<file path="config.mk">
export PLATFORM = sky130hd
export DESIGN_NAME = drive_ring_telegram_cycle
export DESIGN_NICKNAME = d
export VERILOG_FILES = /design/src/verilog/ring_pkg.sv /design/src/verilog/byte_stream_if.sv /design/src/verilog/drive_ring_telegram_cycle.sv /design/src/verilog/stream_fifo.sv /design/src/verilog/crc16_unit.sv
export SDC_FILE = /design/constraint.sdc
export NUM_CORES = 2
export LEC_CHECK = 0
export BUFFER_PORTS_ARGS = -buffer_cell sky130_fd_sc_hd__buf_2
export CORE_MARGIN = 3
export CORE_UTILIZATION = 40
export DETAILED_ROUTE_END_ITERATION = 7
export GPL_ROUTABILITY_DRIVEN = 0
export PLACE_DENSITY_LB_ADDON = 0.08
export SYNTH_ARGS = -nofsm -noshare
export SYNTH_HDL_FRONTEND = slang
export SYNTH_SLANG_ARGS = --single-unit
</file>
<file path="constraint.sdc">
create_clock -name CORE_CLK_I -period 7.3 [get_ports CORE_CLK_I]
set_clock_uncertainty 0.2 [all_clocks]
set_input_delay 1.46 -clock CORE_CLK_I [delete_from_list [all_inputs] [get_ports CORE_CLK_I]]
set_output_delay 1.46 -clock CORE_CLK_I [all_outputs]
set_load 0.03 [all_outputs]
</file>
<file path="src/verilog/ring_pkg.sv">
// package: shared constants of the drive ring telegram block
package ring_pkg;
  // telegram kinds carried in the first byte
  localparam logic [7:0] KIND_SYNC = 8'h01;
  localparam logic [7:0] KIND_CMD = 8'h02;
  localparam logic [7:0] KIND_REPLY = 8'h03;
  localparam logic [7:0] ADDR_BCAST = 8'hff;
  // frame check: crc-16, msb first, residue over data plus fcs
  localparam logic [15:0] CRC_INIT = 16'hffff;
  localparam logic [15:0] CRC_POLY = 16'h1021;
  localparam logic [15:0] CRC_RESIDUE = 16'h0000;
  // byte counts of the telegram parts
  localparam int HDR_LEN = 2;
  localparam int FIX_LEN = 2;
  localparam int FCS_LEN = 2;
  localparam int CONT_MIN = 2;
  localparam int CONT_MAX = 8;
  localparam int CYC_MAX = 8;
  // comm_phase_three and up use full containers and cyclic data; reply slots from phase one
  localparam logic [7:0] PHASE_FULL = 8'h03;
  localparam logic [7:0] PHASE_ZERO = 8'h00;
  localparam logic [15:0] IDENT_STD_MAX = 16'h7fff;
  // control word bits
  localparam int CW_HS = 6;
  localparam int CW_LAST = 5;
  localparam int CW_ABORT = 4;
  // status word bits
  localparam int SW_HS = 6;
  localparam int SW_BUSY = 5;
  localparam int SW_ERR = 4;
  // real-time bits of both words
  localparam int RT_MSB = 15;
  localparam int RT_LSB = 14;
  localparam int TIMER_W = 20;
  localparam int FIFO_DEPTH = 32;
  localparam int FIFO_W = 9;
endpackage

</file>
<file path="src/verilog/byte_stream_if.sv">
// interface: byte stream with valid and ready between the block's modules
interface byte_stream_if #(parameter int W = 9);
  logic valid;
  logic ready;
  logic [W-1:0] data;
  modport src (output valid, output data, input ready);
  modport snk (input valid, input data, output ready);
  modport mon (input valid, input data, input ready);
endinterface

</file>
<file path="src/verilog/drive_ring_telegram_cycle.sv">
// module: drive end of the ring: repeater, sync timing, command record, reply
//
// Function
// - parameter idents 16 bit, upper half product
// - reply carries own address as source
// - every telegram carries crc, sent, and checked when addressed here or broadcast
// - command holds record per drive, reply one
// - records start with word and container
// - cyclic part of 2, 4, 8 byte items
// - field lengths stay fixed after initialization
// - reply sent only in its own slot
// - sync telegram aligns slot and capture instant
// - sync data is one phase byte
// - telegrams of others repeated unchanged
// - own record taken from configured slot
// - only master starts non-cyclic transfers
// - container 2 bytes, up to 8 later
// - after last portion busy, then segmented reply
// - error flag and reason in one telegram
// - master abort honoured at any time
// - both words carry two real-time bits
module drive_ring_telegram_cycle #(
  parameter int TW = ring_pkg::TIMER_W,
  parameter int DEPTH = ring_pkg::FIFO_DEPTH
)
(
  input wire logic CORE_CLK_I,
  input wire logic RESET_N_I,
  input wire logic [7:0] RX_DATA_I,
  input wire logic RX_LAST_I,
  input wire logic RX_VALID_I,
  output logic RX_READY_O,
  output logic [7:0] TX_DATA_O,
  output logic TX_LAST_O,
  output logic TX_VALID_O,
  input wire logic TX_READY_I,
  input wire logic [7:0] MY_ADDR_I,
  input wire logic [7:0] NUM_DRIVES_I,
  input wire logic [7:0] RECORD_INDEX_I,
  input wire logic [3:0] CONT_LEN_I,
  input wire logic [3:0] CYC_LEN_I,
  input wire logic [TW-1:0] SLOT_START_I,
  input wire logic [TW-1:0] CAPTURE_AT_I,
  input wire logic [15:0] STATUS_I,
  input wire logic [1:0] RT_STATUS_I,
  input wire logic [63:0] FB_DATA_I,
  output logic [7:0] PHASE_O,
  output logic SYNC_O,
  output logic CAPTURE_O,
  output logic CMD_VALID_O,
  output logic [15:0] CTRL_WORD_O,
  output logic [1:0] RT_CMD_O,
  output logic [63:0] CYC_DATA_O,
  output logic FCS_ERR_O,
  output logic NC_RX_VALID_O,
  output logic [63:0] NC_RX_DATA_O,
  output logic NC_RX_LAST_O,
  input wire logic NC_RX_READY_I,
  output logic [15:0] NC_IDENT_O,
  output logic NC_PRODUCT_O,
  output logic NC_ABORT_O,
  output logic NC_BUSY_O,
  input wire logic NC_REPLY_VALID_I,
  input wire logic [63:0] NC_REPLY_DATA_I,
  input wire logic NC_REPLY_LAST_I,
  output logic NC_REPLY_READY_O,
  input wire logic NC_ERR_VALID_I,
  input wire logic [15:0] NC_ERR_CODE_I
);
  typedef struct packed {
    logic rx_ready;
    logic in_frame;
    logic hdr_done;
    logic [7:0] kind;
    logic [7:0] addr;
    logic [7:0] rec_idx;
    logic [4:0] rec_pos;
    logic eval;
    logic [7:0] sync_sh;
    logic [15:0] cw_sh;
    logic [7:0][7:0] cont_sh;
    logic [7:0][7:0] cyc_sh;
    logic [7:0] phase;
    logic [TW-1:0] tmr;
    logic run;
    logic sync_p;
    logic cap_p;
    logic cmd_p;
    logic fcs_err;
    logic [15:0] ctrl;
    logic [63:0] cyc_out;
    logic ahs;
    logic started;
    logic busy;
    logic err;
    logic [15:0] err_code;
    logic rep_sent;
    logic rep_last;
    logic rep_ready;
    logic [7:0][7:0] rep_cont;
    logic nc_rx_p;
    logic nc_last;
    logic [63:0] nc_data;
    logic [15:0] ident;
    logic abort_p;
    logic reply_pend;
    logic own_act;
    logic [4:0] tpos;
    logic fwd_mid;
    logic tx_valid;
    logic tx_last;
    logic [7:0] tx_data;
  } drv_state_t;

  drv_state_t st;
  drv_state_t next_st;
  logic acc;
  logic fo_ready;
  logic tc_valid;
  logic [15:0] crc_rx;
  logic [15:0] crc_tx;
  logic [4:0] cl;
  logic [4:0] cyc;
  logic [4:0] rec_len;
  logic [4:0] own_total;
  logic [4:0] ci;
  logic [4:0] yi;
  logic [7:0] nrec;
  logic [7:0] target;
  logic for_me;
  logic addr_ok;
  logic good;
  logic mhs;
  logic [15:0] sw;
  logic [7:0][7:0] nco;
  logic [7:0][7:0] fbb;
  logic [7:0] own_byte;

  byte_stream_if #(.W(ring_pkg::FIFO_W)) fi ();
  byte_stream_if #(.W(ring_pkg::FIFO_W)) fo ();
  byte_stream_if #(.W(ring_pkg::FIFO_W)) rc ();
  byte_stream_if #(.W(ring_pkg::FIFO_W)) tc ();

  // ***********************************************************************
  // repeater buffer and frame check units
  // ***********************************************************************
  assign acc = RX_VALID_I && st.rx_ready;
  assign fi.valid = acc;
  assign fi.data = {RX_LAST_I, RX_DATA_I};
  assign fo.ready = fo_ready;
  assign rc.valid = acc;
  assign rc.data = fi.data;
  assign rc.ready = 1'b1;
  assign tc.valid = tc_valid;
  assign tc.data = {1'b0, own_byte};
  assign tc.ready = 1'b1;
  assign fbb = FB_DATA_I;

  stream_fifo #(.W(ring_pkg::FIFO_W), .DEPTH(DEPTH)) u_fifo (
    .clk_i(CORE_CLK_I),
    .rst_n_i(RESET_N_I),
    .in_s(fi),
    .out_s(fo)
  );

  crc16_unit u_crc_rx (
    .clk_i(CORE_CLK_I),
    .rst_n_i(RESET_N_I),
    .s(rc),
    .first_i(!st.in_frame),
    .crc_o(crc_rx)
  );

  crc16_unit u_crc_tx (
    .clk_i(CORE_CLK_I),
    .rst_n_i(RESET_N_I),
    .s(tc),
    .first_i(st.tpos == 5'h00),
    .crc_o(crc_tx)
  );

  // ***********************************************************************
  // telegram parsing, cycle timing, handshake and transmit
  // ***********************************************************************
  always_comb
  begin
    next_st = st;
    // container and cyclic sizes per phase
    if (st.phase < ring_pkg::PHASE_FULL)
    begin
      cl = 5'(ring_pkg::CONT_MIN);
      cyc = 5'h00;
    end
    else
    begin
      cl = (CONT_LEN_I > 4'(ring_pkg::CONT_MAX)) ? 5'(ring_pkg::CONT_MAX) :
           (CONT_LEN_I < 4'(ring_pkg::CONT_MIN)) ? 5'(ring_pkg::CONT_MIN) : {1'b0, CONT_LEN_I};
      // sum of 2, 4 and 8 byte items, fixed once configured
      cyc = (CYC_LEN_I > 4'(ring_pkg::CYC_MAX)) ? 5'(ring_pkg::CYC_MAX) : {1'b0, CYC_LEN_I};
    end
    rec_len = (st.kind == ring_pkg::KIND_SYNC) ? 5'h01 : 5'(ring_pkg::FIX_LEN) + cl + cyc;
    own_total = 5'(ring_pkg::HDR_LEN + ring_pkg::FIX_LEN + ring_pkg::FCS_LEN) + cl + cyc;
    for_me = st.addr == MY_ADDR_I;
    addr_ok = for_me || (st.addr == ring_pkg::ADDR_BCAST);
    nrec = (st.kind == ring_pkg::KIND_CMD && !for_me) ? NUM_DRIVES_I : 8'h01;
    target = (st.kind == ring_pkg::KIND_CMD && !for_me) ? RECORD_INDEX_I : 8'h00;
    ci = st.rec_pos - 5'(ring_pkg::FIX_LEN);
    yi = ci - cl;
    good = (crc_rx == ring_pkg::CRC_RESIDUE) && (st.rec_idx == nrec) &&
           (st.rec_pos == 5'(ring_pkg::FCS_LEN));
    mhs = st.cw_sh[ring_pkg::CW_HS];
    next_st.sync_p = 1'b0;
    next_st.cap_p = 1'b0;
    next_st.cmd_p = 1'b0;
    next_st.fcs_err = 1'b0;
    next_st.nc_rx_p = 1'b0;
    next_st.abort_p = 1'b0;
    next_st.eval = 1'b0;
    next_st.rx_ready = fi.ready;

    // receive: header, then records, the fcs counts into record nrec
    if (acc)
    begin
      next_st.in_frame = !RX_LAST_I;
      next_st.eval = RX_LAST_I;
      if (!st.in_frame)
      begin
        next_st.kind = RX_DATA_I;
        next_st.hdr_done = 1'b0;
        next_st.rec_idx = 8'h00;
        next_st.rec_pos = 5'h00;
      end
      else if (!st.hdr_done)
      begin
        next_st.addr = RX_DATA_I;
        next_st.hdr_done = 1'b1;
      end
      else
      begin
        if (st.rec_idx == target && st.rec_pos < rec_len)
        begin
          if (st.kind == ring_pkg::KIND_SYNC)
            next_st.sync_sh = RX_DATA_I;
          else if (st.rec_pos == 5'h00)
            next_st.cw_sh[15:8] = RX_DATA_I;
          else if (st.rec_pos == 5'h01)
            next_st.cw_sh[7:0] = RX_DATA_I;
          else if (ci < cl)
            next_st.cont_sh[ci[2:0]] = RX_DATA_I;
          else
            next_st.cyc_sh[yi[2:0]] = RX_DATA_I;
        end
        if (st.rec_idx != nrec && st.rec_pos == rec_len - 5'h01)
        begin
          next_st.rec_pos = 5'h00;
          next_st.rec_idx = st.rec_idx + 8'h01;
        end
        else if (st.rec_pos != 5'h1f)
          next_st.rec_pos = st.rec_pos + 5'h01;
      end
    end

    // cycle timer from the last sync
    if (st.run && st.tmr != '1)
      next_st.tmr = st.tmr + 1'b1;
    if (st.run && st.tmr == SLOT_START_I && st.phase != ring_pkg::PHASE_ZERO)
      next_st.reply_pend = 1'b1;
    if (st.run && st.tmr == CAPTURE_AT_I)
      next_st.cap_p = 1'b1;

    // reply segments and error from the processing side
    if (st.busy && NC_ERR_VALID_I)
    begin
      next_st.err = 1'b1;
      next_st.err_code = NC_ERR_CODE_I;
      next_st.busy = 1'b0;
      next_st.rep_sent = 1'b0;
    end
    else if (st.busy && !st.rep_sent && NC_REPLY_VALID_I)
    begin
      next_st.rep_cont = NC_REPLY_DATA_I;
      next_st.rep_last = NC_REPLY_LAST_I;
      next_st.rep_sent = 1'b1;
      next_st.ahs = !st.ahs;
    end

    // evaluate a finished telegram one cycle after its last byte
    if (st.eval && addr_ok)
    begin
      if (!good)
        next_st.fcs_err = 1'b1;
      else if (st.kind == ring_pkg::KIND_SYNC)
      begin
        next_st.phase = st.sync_sh;
        next_st.tmr = '0;
        next_st.run = 1'b1;
        next_st.sync_p = 1'b1;
      end
      else if (st.kind == ring_pkg::KIND_CMD && st.phase != ring_pkg::PHASE_ZERO)
      begin
        next_st.cmd_p = 1'b1;
        next_st.ctrl = st.cw_sh;
        next_st.cyc_out = st.cyc_sh;
        if (st.cw_sh[ring_pkg::CW_ABORT])
        begin
          if (st.busy || st.started || st.err)
            next_st.abort_p = 1'b1;
          next_st.busy = 1'b0;
          next_st.started = 1'b0;
          next_st.err = 1'b0;
          next_st.rep_sent = 1'b0;
          next_st.ahs = mhs;
        end
        else if (st.busy)
        begin
          if (st.rep_sent && mhs == st.ahs)
          begin
            next_st.rep_sent = 1'b0;
            next_st.busy = !st.rep_last;
          end
        end
        else if (mhs != st.ahs && NC_RX_READY_I)
        begin
          // only a master toggle opens a portion; untaken ones are resent
          next_st.ahs = mhs;
          next_st.nc_rx_p = 1'b1;
          next_st.nc_data = st.cont_sh;
          next_st.nc_last = st.cw_sh[ring_pkg::CW_LAST];
          next_st.err = 1'b0;
          if (!st.started)
            next_st.ident = {st.cont_sh[0], st.cont_sh[1]};
          next_st.started = !st.cw_sh[ring_pkg::CW_LAST];
          next_st.busy = st.cw_sh[ring_pkg::CW_LAST];
        end
      end
    end
    next_st.rep_ready = next_st.busy && !next_st.rep_sent;

    // own reply contents
    sw = STATUS_I;
    sw[ring_pkg::RT_MSB:ring_pkg::RT_LSB] = RT_STATUS_I;
    sw[ring_pkg::SW_HS] = st.ahs;
    sw[ring_pkg::SW_BUSY] = st.busy;
    sw[ring_pkg::SW_ERR] = st.err;
    nco = (st.busy && st.rep_sent) ? st.rep_cont : '0;
    if (st.err)
    begin
      nco[0] = st.err_code[15:8];
      nco[1] = st.err_code[7:0];
    end
    ci = st.tpos - 5'd4;
    yi = ci - cl;
    if (st.tpos == 5'h00)
      own_byte = ring_pkg::KIND_REPLY;
    else if (st.tpos == 5'h01)
      own_byte = MY_ADDR_I;
    else if (st.tpos == 5'h02)
      own_byte = sw[15:8];
    else if (st.tpos == 5'h03)
      own_byte = sw[7:0];
    else if (ci < cl)
      own_byte = nco[ci[2:0]];
    else if (yi < cyc)
      own_byte = fbb[yi[2:0]];
    else if (st.tpos == own_total - 5'h02)
      own_byte = crc_tx[15:8];
    else
      own_byte = crc_tx[7:0];

    // transmit: own reply in its slot, otherwise repeated bytes
    tc_valid = 1'b0;
    fo_ready = 1'b0;
    if (!st.tx_valid || TX_READY_I)
    begin
      next_st.tx_valid = 1'b0;
      if (st.own_act)
      begin
        next_st.tx_valid = 1'b1;
        next_st.tx_data = own_byte;
        next_st.tx_last = st.tpos == own_total - 5'h01;
        next_st.own_act = st.tpos != own_total - 5'h01;
        next_st.tpos = st.tpos + 5'h01;
        tc_valid = st.tpos < own_total - 5'(ring_pkg::FCS_LEN);
      end
      else if (st.reply_pend && !st.fwd_mid)
      begin
        next_st.own_act = 1'b1;
        next_st.reply_pend = 1'b0;
        next_st.tpos = 5'h00;
      end
      else if (fo.valid)
      begin
        fo_ready = 1'b1;
        next_st.tx_valid = 1'b1;
        next_st.tx_data = fo.data[7:0];
        next_st.tx_last = fo.data[8];
        next_st.fwd_mid = !fo.data[8];
      end
    end
  end

  always_ff @(posedge CORE_CLK_I or negedge RESET_N_I)
  begin
    if (!RESET_N_I)
      st <= '0;
    else
      st <= next_st;
  end

  assign RX_READY_O = st.rx_ready;
  assign TX_DATA_O = st.tx_data;
  assign TX_LAST_O = st.tx_last;
  assign TX_VALID_O = st.tx_valid;
  assign PHASE_O = st.phase;
  assign SYNC_O = st.sync_p;
  assign CAPTURE_O = st.cap_p;
  assign CMD_VALID_O = st.cmd_p;
  assign CTRL_WORD_O = st.ctrl;
  assign RT_CMD_O = st.ctrl[ring_pkg::RT_MSB:ring_pkg::RT_LSB];
  assign CYC_DATA_O = st.cyc_out;
  assign FCS_ERR_O = st.fcs_err;
  assign NC_RX_VALID_O = st.nc_rx_p;
  assign NC_RX_DATA_O = st.nc_data;
  assign NC_RX_LAST_O = st.nc_last;
  assign NC_IDENT_O = st.ident;
  assign NC_PRODUCT_O = st.ident[15];
  assign NC_ABORT_O = st.abort_p;
  assign NC_BUSY_O = st.busy;
  assign NC_REPLY_READY_O = st.rep_ready;
endmodule // drive_ring_telegram_cycle

</file>
<file path="src/verilog/stream_fifo.sv">
// module: first-in first-out buffer for the repeated telegram bytes
module stream_fifo #(
  parameter int W = 9,
  parameter int DEPTH = 32
)
(
  input wire logic clk_i,
  input wire logic rst_n_i,
  byte_stream_if.snk in_s,
  byte_stream_if.src out_s
);
  localparam int AW = $clog2(DEPTH);
  localparam logic [AW:0] FULL = (AW+1)'(DEPTH);

  typedef struct packed {
    logic [DEPTH-1:0][W-1:0] mem;
    logic [AW-1:0] wp;
    logic [AW-1:0] rp;
    logic [AW:0] cnt;
  } fifo_state_t;

  fifo_state_t st;
  fifo_state_t next_st;
  logic push;
  logic pop;

  always_comb
  begin
    next_st = st;
    push = in_s.valid && (st.cnt != FULL);
    pop = out_s.ready && (st.cnt != '0);
    if (push)
    begin
      next_st.mem[st.wp] = in_s.data;
      next_st.wp = st.wp + 1'b1;
    end
    if (pop)
      next_st.rp = st.rp + 1'b1;
    if (push && !pop)
      next_st.cnt = st.cnt + 1'b1;
    else if (pop && !push)
      next_st.cnt = st.cnt - 1'b1;
  end

  always_ff @(posedge clk_i or negedge rst_n_i)
  begin
    if (!rst_n_i)
      st <= '0;
    else
      st <= next_st;
  end

  // one slot kept free for a source that sees ready a cycle late
  assign in_s.ready = st.cnt < FULL - 1'b1;
  assign out_s.valid = st.cnt != '0;
  assign out_s.data = st.mem[st.rp];
endmodule // stream_fifo

</file>
<file path="src/verilog/crc16_unit.sv">
// module: running frame check sequence over a byte stream
module crc16_unit (
  input wire logic clk_i,
  input wire logic rst_n_i,
  byte_stream_if.mon s,
  input wire logic first_i,
  output logic [15:0] crc_o
);
  typedef struct packed {
    logic [15:0] crc;
  } crc_state_t;

  crc_state_t st;
  crc_state_t next_st;
  logic [15:0] c;
  logic fb;

  always_comb
  begin
    next_st = st;
    c = first_i ? ring_pkg::CRC_INIT : st.crc;
    fb = 1'b0;
    for (int i = 0; i < 8; i++)
    begin
      fb = c[15] ^ s.data[7-i];
      c = {c[14:0], 1'b0} ^ (fb ? ring_pkg::CRC_POLY : 16'h0000);
    end
    if (s.valid && s.ready)
      next_st.crc = c;
  end

  always_ff @(posedge clk_i or negedge rst_n_i)
  begin
    if (!rst_n_i)
      st <= '0;
    else
      st <= next_st;
  end

  assign crc_o = st.crc;
endmodule // crc16_unit

</file>
==> impl_metrics.py <==
metrics = {
    "clock_network": {
        "postCtsSetupBuffers": 0,
        "cts-root-buf": "clkbuf_16",
        "ctsResizeCount": 0,
        "path_clk_slew_ps": 60,
        "hold_buffers": 0,
        "cts_buffer_depth": 3,
        "cts_buffers": 95,
        "insertion_delay_ps": 690,
        "htreeDepth": 3,
        "clock_sinks": 822,
        "cts_tree": "done",
    },
    "worst_hold_path": {
        "hold_path.class": "register to register",
    },
    "global_routing": {
        "grt_pass1_vias": 26400,
        "grt_max_degree": 165,
        "overflow": 0,
        "grt_pass1_wl_mm": 164,
        "grtUsageTotal_pct": 20.6,
        "antenna_found_initial": 10,
    },
    "synth": {
        "synth_edf_count": 0,
        "syn_inst": 3014,
        "yosys.area_share.simple_pct": 5.87,
        "synth_ff_type": "dfrtp_1",
        "syn_avg_cell_area_um2": 13.3,
        "synth_area_mm2": 0.0401,
        "ys_types": 88,
        "synth.area.mux_share_pct": 27.7,
        "synth_xor_area_share_pct": 3.79,
        "ys_seq_area_share_pct": 51.3,
        "syn_nets": 3328,
        "synth_fa_ha_area_share_pct": 1.99,
        "synth_top_family_by_area": "multiplexers",
        "yosysWarnings": 0,
        "async_reset_ff_share_pct": 100,
        "synth_compound_area_share_pct": 3.83,
        "yosys_register_bits": 822,
    },
    "worst_setup_path": {
        "cp-end-kind": "register",
        "crit_fanout": 9,
        "start_kind": "register",
        "worstPathRequired_ps": 7650,
        "path_class": "register to register",
        "crit_arrival_ps": 6810,
    },
    "route": {
        "postRouteAntennaNets": 0,
        "drt_iter0_markers": 1434,
        "num_vias": 24600,
        "routed_via_density": 5.34,
        "wire_per_inst_um": 23.4,
        "drtPass1Iterations": 7,
        "finalWirelength_mm": 108,
        "drcViolationCount": 0,
    },
    "finish": {
        "final_common_cell": "dfrtp_1",
        "nNetsFinal": 3552,
        "final_cells": 4606,
        "fillers": 8881,
        "utilization_pct": 46.1,
        "final_cell_mix": "819 x dfrtp_1, 532 x mux2_2, 435 x buf_2, 189 x mux2_1, 140 x nand2_1",
        "drive_above_1_share_pct": 39.6,
        "area.growth.synth_to_final_pct": 13.8,
    },
    "die": {
        "start_util_pct": 40.5,
        "die_w_um": 322,
        "die_y_um": 322,
        "rows": 115,
        "dieArea_mm2": 0.104,
        "boundaryPins": 442,
        "coreArea_mm2": 0.0989,
    },
    "status": {
        "status": "finished, final reports clean",
    },
    "power_and_ir_drop": {
        "power_mw": 14.4,
        "intPower_mw": 10.2,
        "pwr-share-comb_pct": 23.0,
        "p_switching_mw": 4.21,
        "pwr_density_cell_mw_per_mm2": 317,
        "clkPwrFrac_pct": 34.9,
        "p_leak_nw": 22.4,
        "ir_drop_mv": 0.179,
        "swShare_pct": 29.2,
        "seqPwrFrac_pct": 42.1,
    },
    "place": {
        "dpl.hpwl_mm": 74.4,
        "dp.cells": 4428,
        "dp_worst_setup_slack_ps": 474,
        "port_buffers": 436,
    },
    "timing": {
        "hold_viol": 0,
        "fin_setup_tns_ps": 0,
        "maxSlewHeadroom_pct": 27.2,
        "fin_crit_sh_pct": 88.5,
        "rsz0062_at_grt": "no",
        "timing.fmax_mhz": 155,
        "worstMarginPinSlew_ps": 1090,
        "slew_violations": 0,
        "setup_violations": 0,
        "fin_crit_ps": 6460,
        "fin_ws_ps": 836,
    },
    "run": {
        "maxCapViolCount": 0,
    },
}
## synth_stat cells (all sizes together), types with 36 or more instances
master  number  area [um2]
mux4       114        2570
nand3       36         180
xnor2       98         858
dfrtp      822       20600
nand2      148         576
ha          62         776
xor2        72         638
buf        229        1580
o21ai       74         370
inv         45         169
mux2i       41         410
clkbuf     118         443
nor2       106         410
mux2       721        8120
## cells by family after synthesis
family                   count (synthesis)
multiplexers                           876
flip-flops                             822
AND/OR/NAND/NOR                        461
buffers and inverters                  393
AO/OA/AOI/OAI                          228
XOR/XNOR                               171
adder cells (fa/ha/maj)                 63
## layout make-up
class | count | area (um2) | share of cell area (%)
Tap cell | 1287 | 1610 | 3.53
Antenna cell | 4 | 10.0 | 0.0219
Inverter | 46 | 173 | 0.379
Clock inverter | 43 | 667 | 1.46
Clock buffer | 131 | 2700 | 5.93
Timing Repair Buffer | 474 | 2550 | 5.60
Multi-Input combinational cell | 1799 | 17300 | 38.0
Sequential cell | 822 | 20600 | 45.1
## worst paths after layout
check,slack [ps],end,from,cells past startpoint
min,260,CYC_DATA_O[54]$_DFFE_PN0P_,st[355]$_DFFE_PN0P_,1
min in group asynchronous,620,st[283]$_DFF_PN0_,RESET_N_I,1
max in group asynchronous,4810,st[350]$_DFFE_PN0P_,RESET_N_I,2
max reg2reg,840,u_crc_tx.crc_o[7]$_DFFE_PN0P_,PHASE_O[0]$_DFFE_PN0P_,20
min reg2reg,260,CYC_DATA_O[54]$_DFFE_PN0P_,st[355]$_DFFE_PN0P_,1
max,840,u_crc_tx.crc_o[7]$_DFFE_PN0P_,PHASE_O[0]$_DFFE_PN0P_,20
## per-layer routing
layer	GRT usage [%]	wire, um	part of all wire [%]
met4	5.66	2320	2.1
met5	0	0	0
met3	4.08	6110	5.7
met2	34.6	52500	49
met1	27.2	46800	43
## state kept, by name, indices dropped and copies added (netlist names), 16 cells and up
name	flops
CTRL_WORD_O	16
NC_RX_DATA_O	64
u_fifo.st	304
u_crc_tx.crc_o	16
CYC_DATA_O	64
st	297
u_crc_rx.crc_o	16
NC_IDENT_O	16
## worst max-delay path: stages, from the launching register on
cell and delay (ps):
dfrtp_1 440, a211oi_1 680, nand2_1 310, nand3_1 340
ha_1 350, xnor2_1 310, inv_1 90, ha_1 330
inv_1 80, ha_1 210, xnor2_1 140, ha_1 320
and3_1 170, nand3_1 430, mux2_2 440, o2111a_1 220
a22oi_1 250, xor2_1 400, xnor2_1 240, xor2_1 200
o22a_1 180
## power by group through the flow
| stage | logic [mW] | registers [mW] | clock network [mW] |
|---|---|---|---|
| floorplan | 2.53 | 5.84 | 0 |
| global placement | 3.26 | 6.07 | 0 |
| detailed placement | 3.35 | 6.15 | 0 |
| CTS | 3.37 | 6.07 | 5.19 |
| global route | 3.63 | 6.19 | 5.40 |
| finish | 3.32 | 6.07 | 5.04 |
## per-stage QoR
stage	cell area, um2	hold slack, ps
floorplan	40100	221
global placement	42200	264
detailed placement	42200	269
CTS	45600	261
global route	45600	287
finish	45600	261
Power figures use the tool's default switching activity.
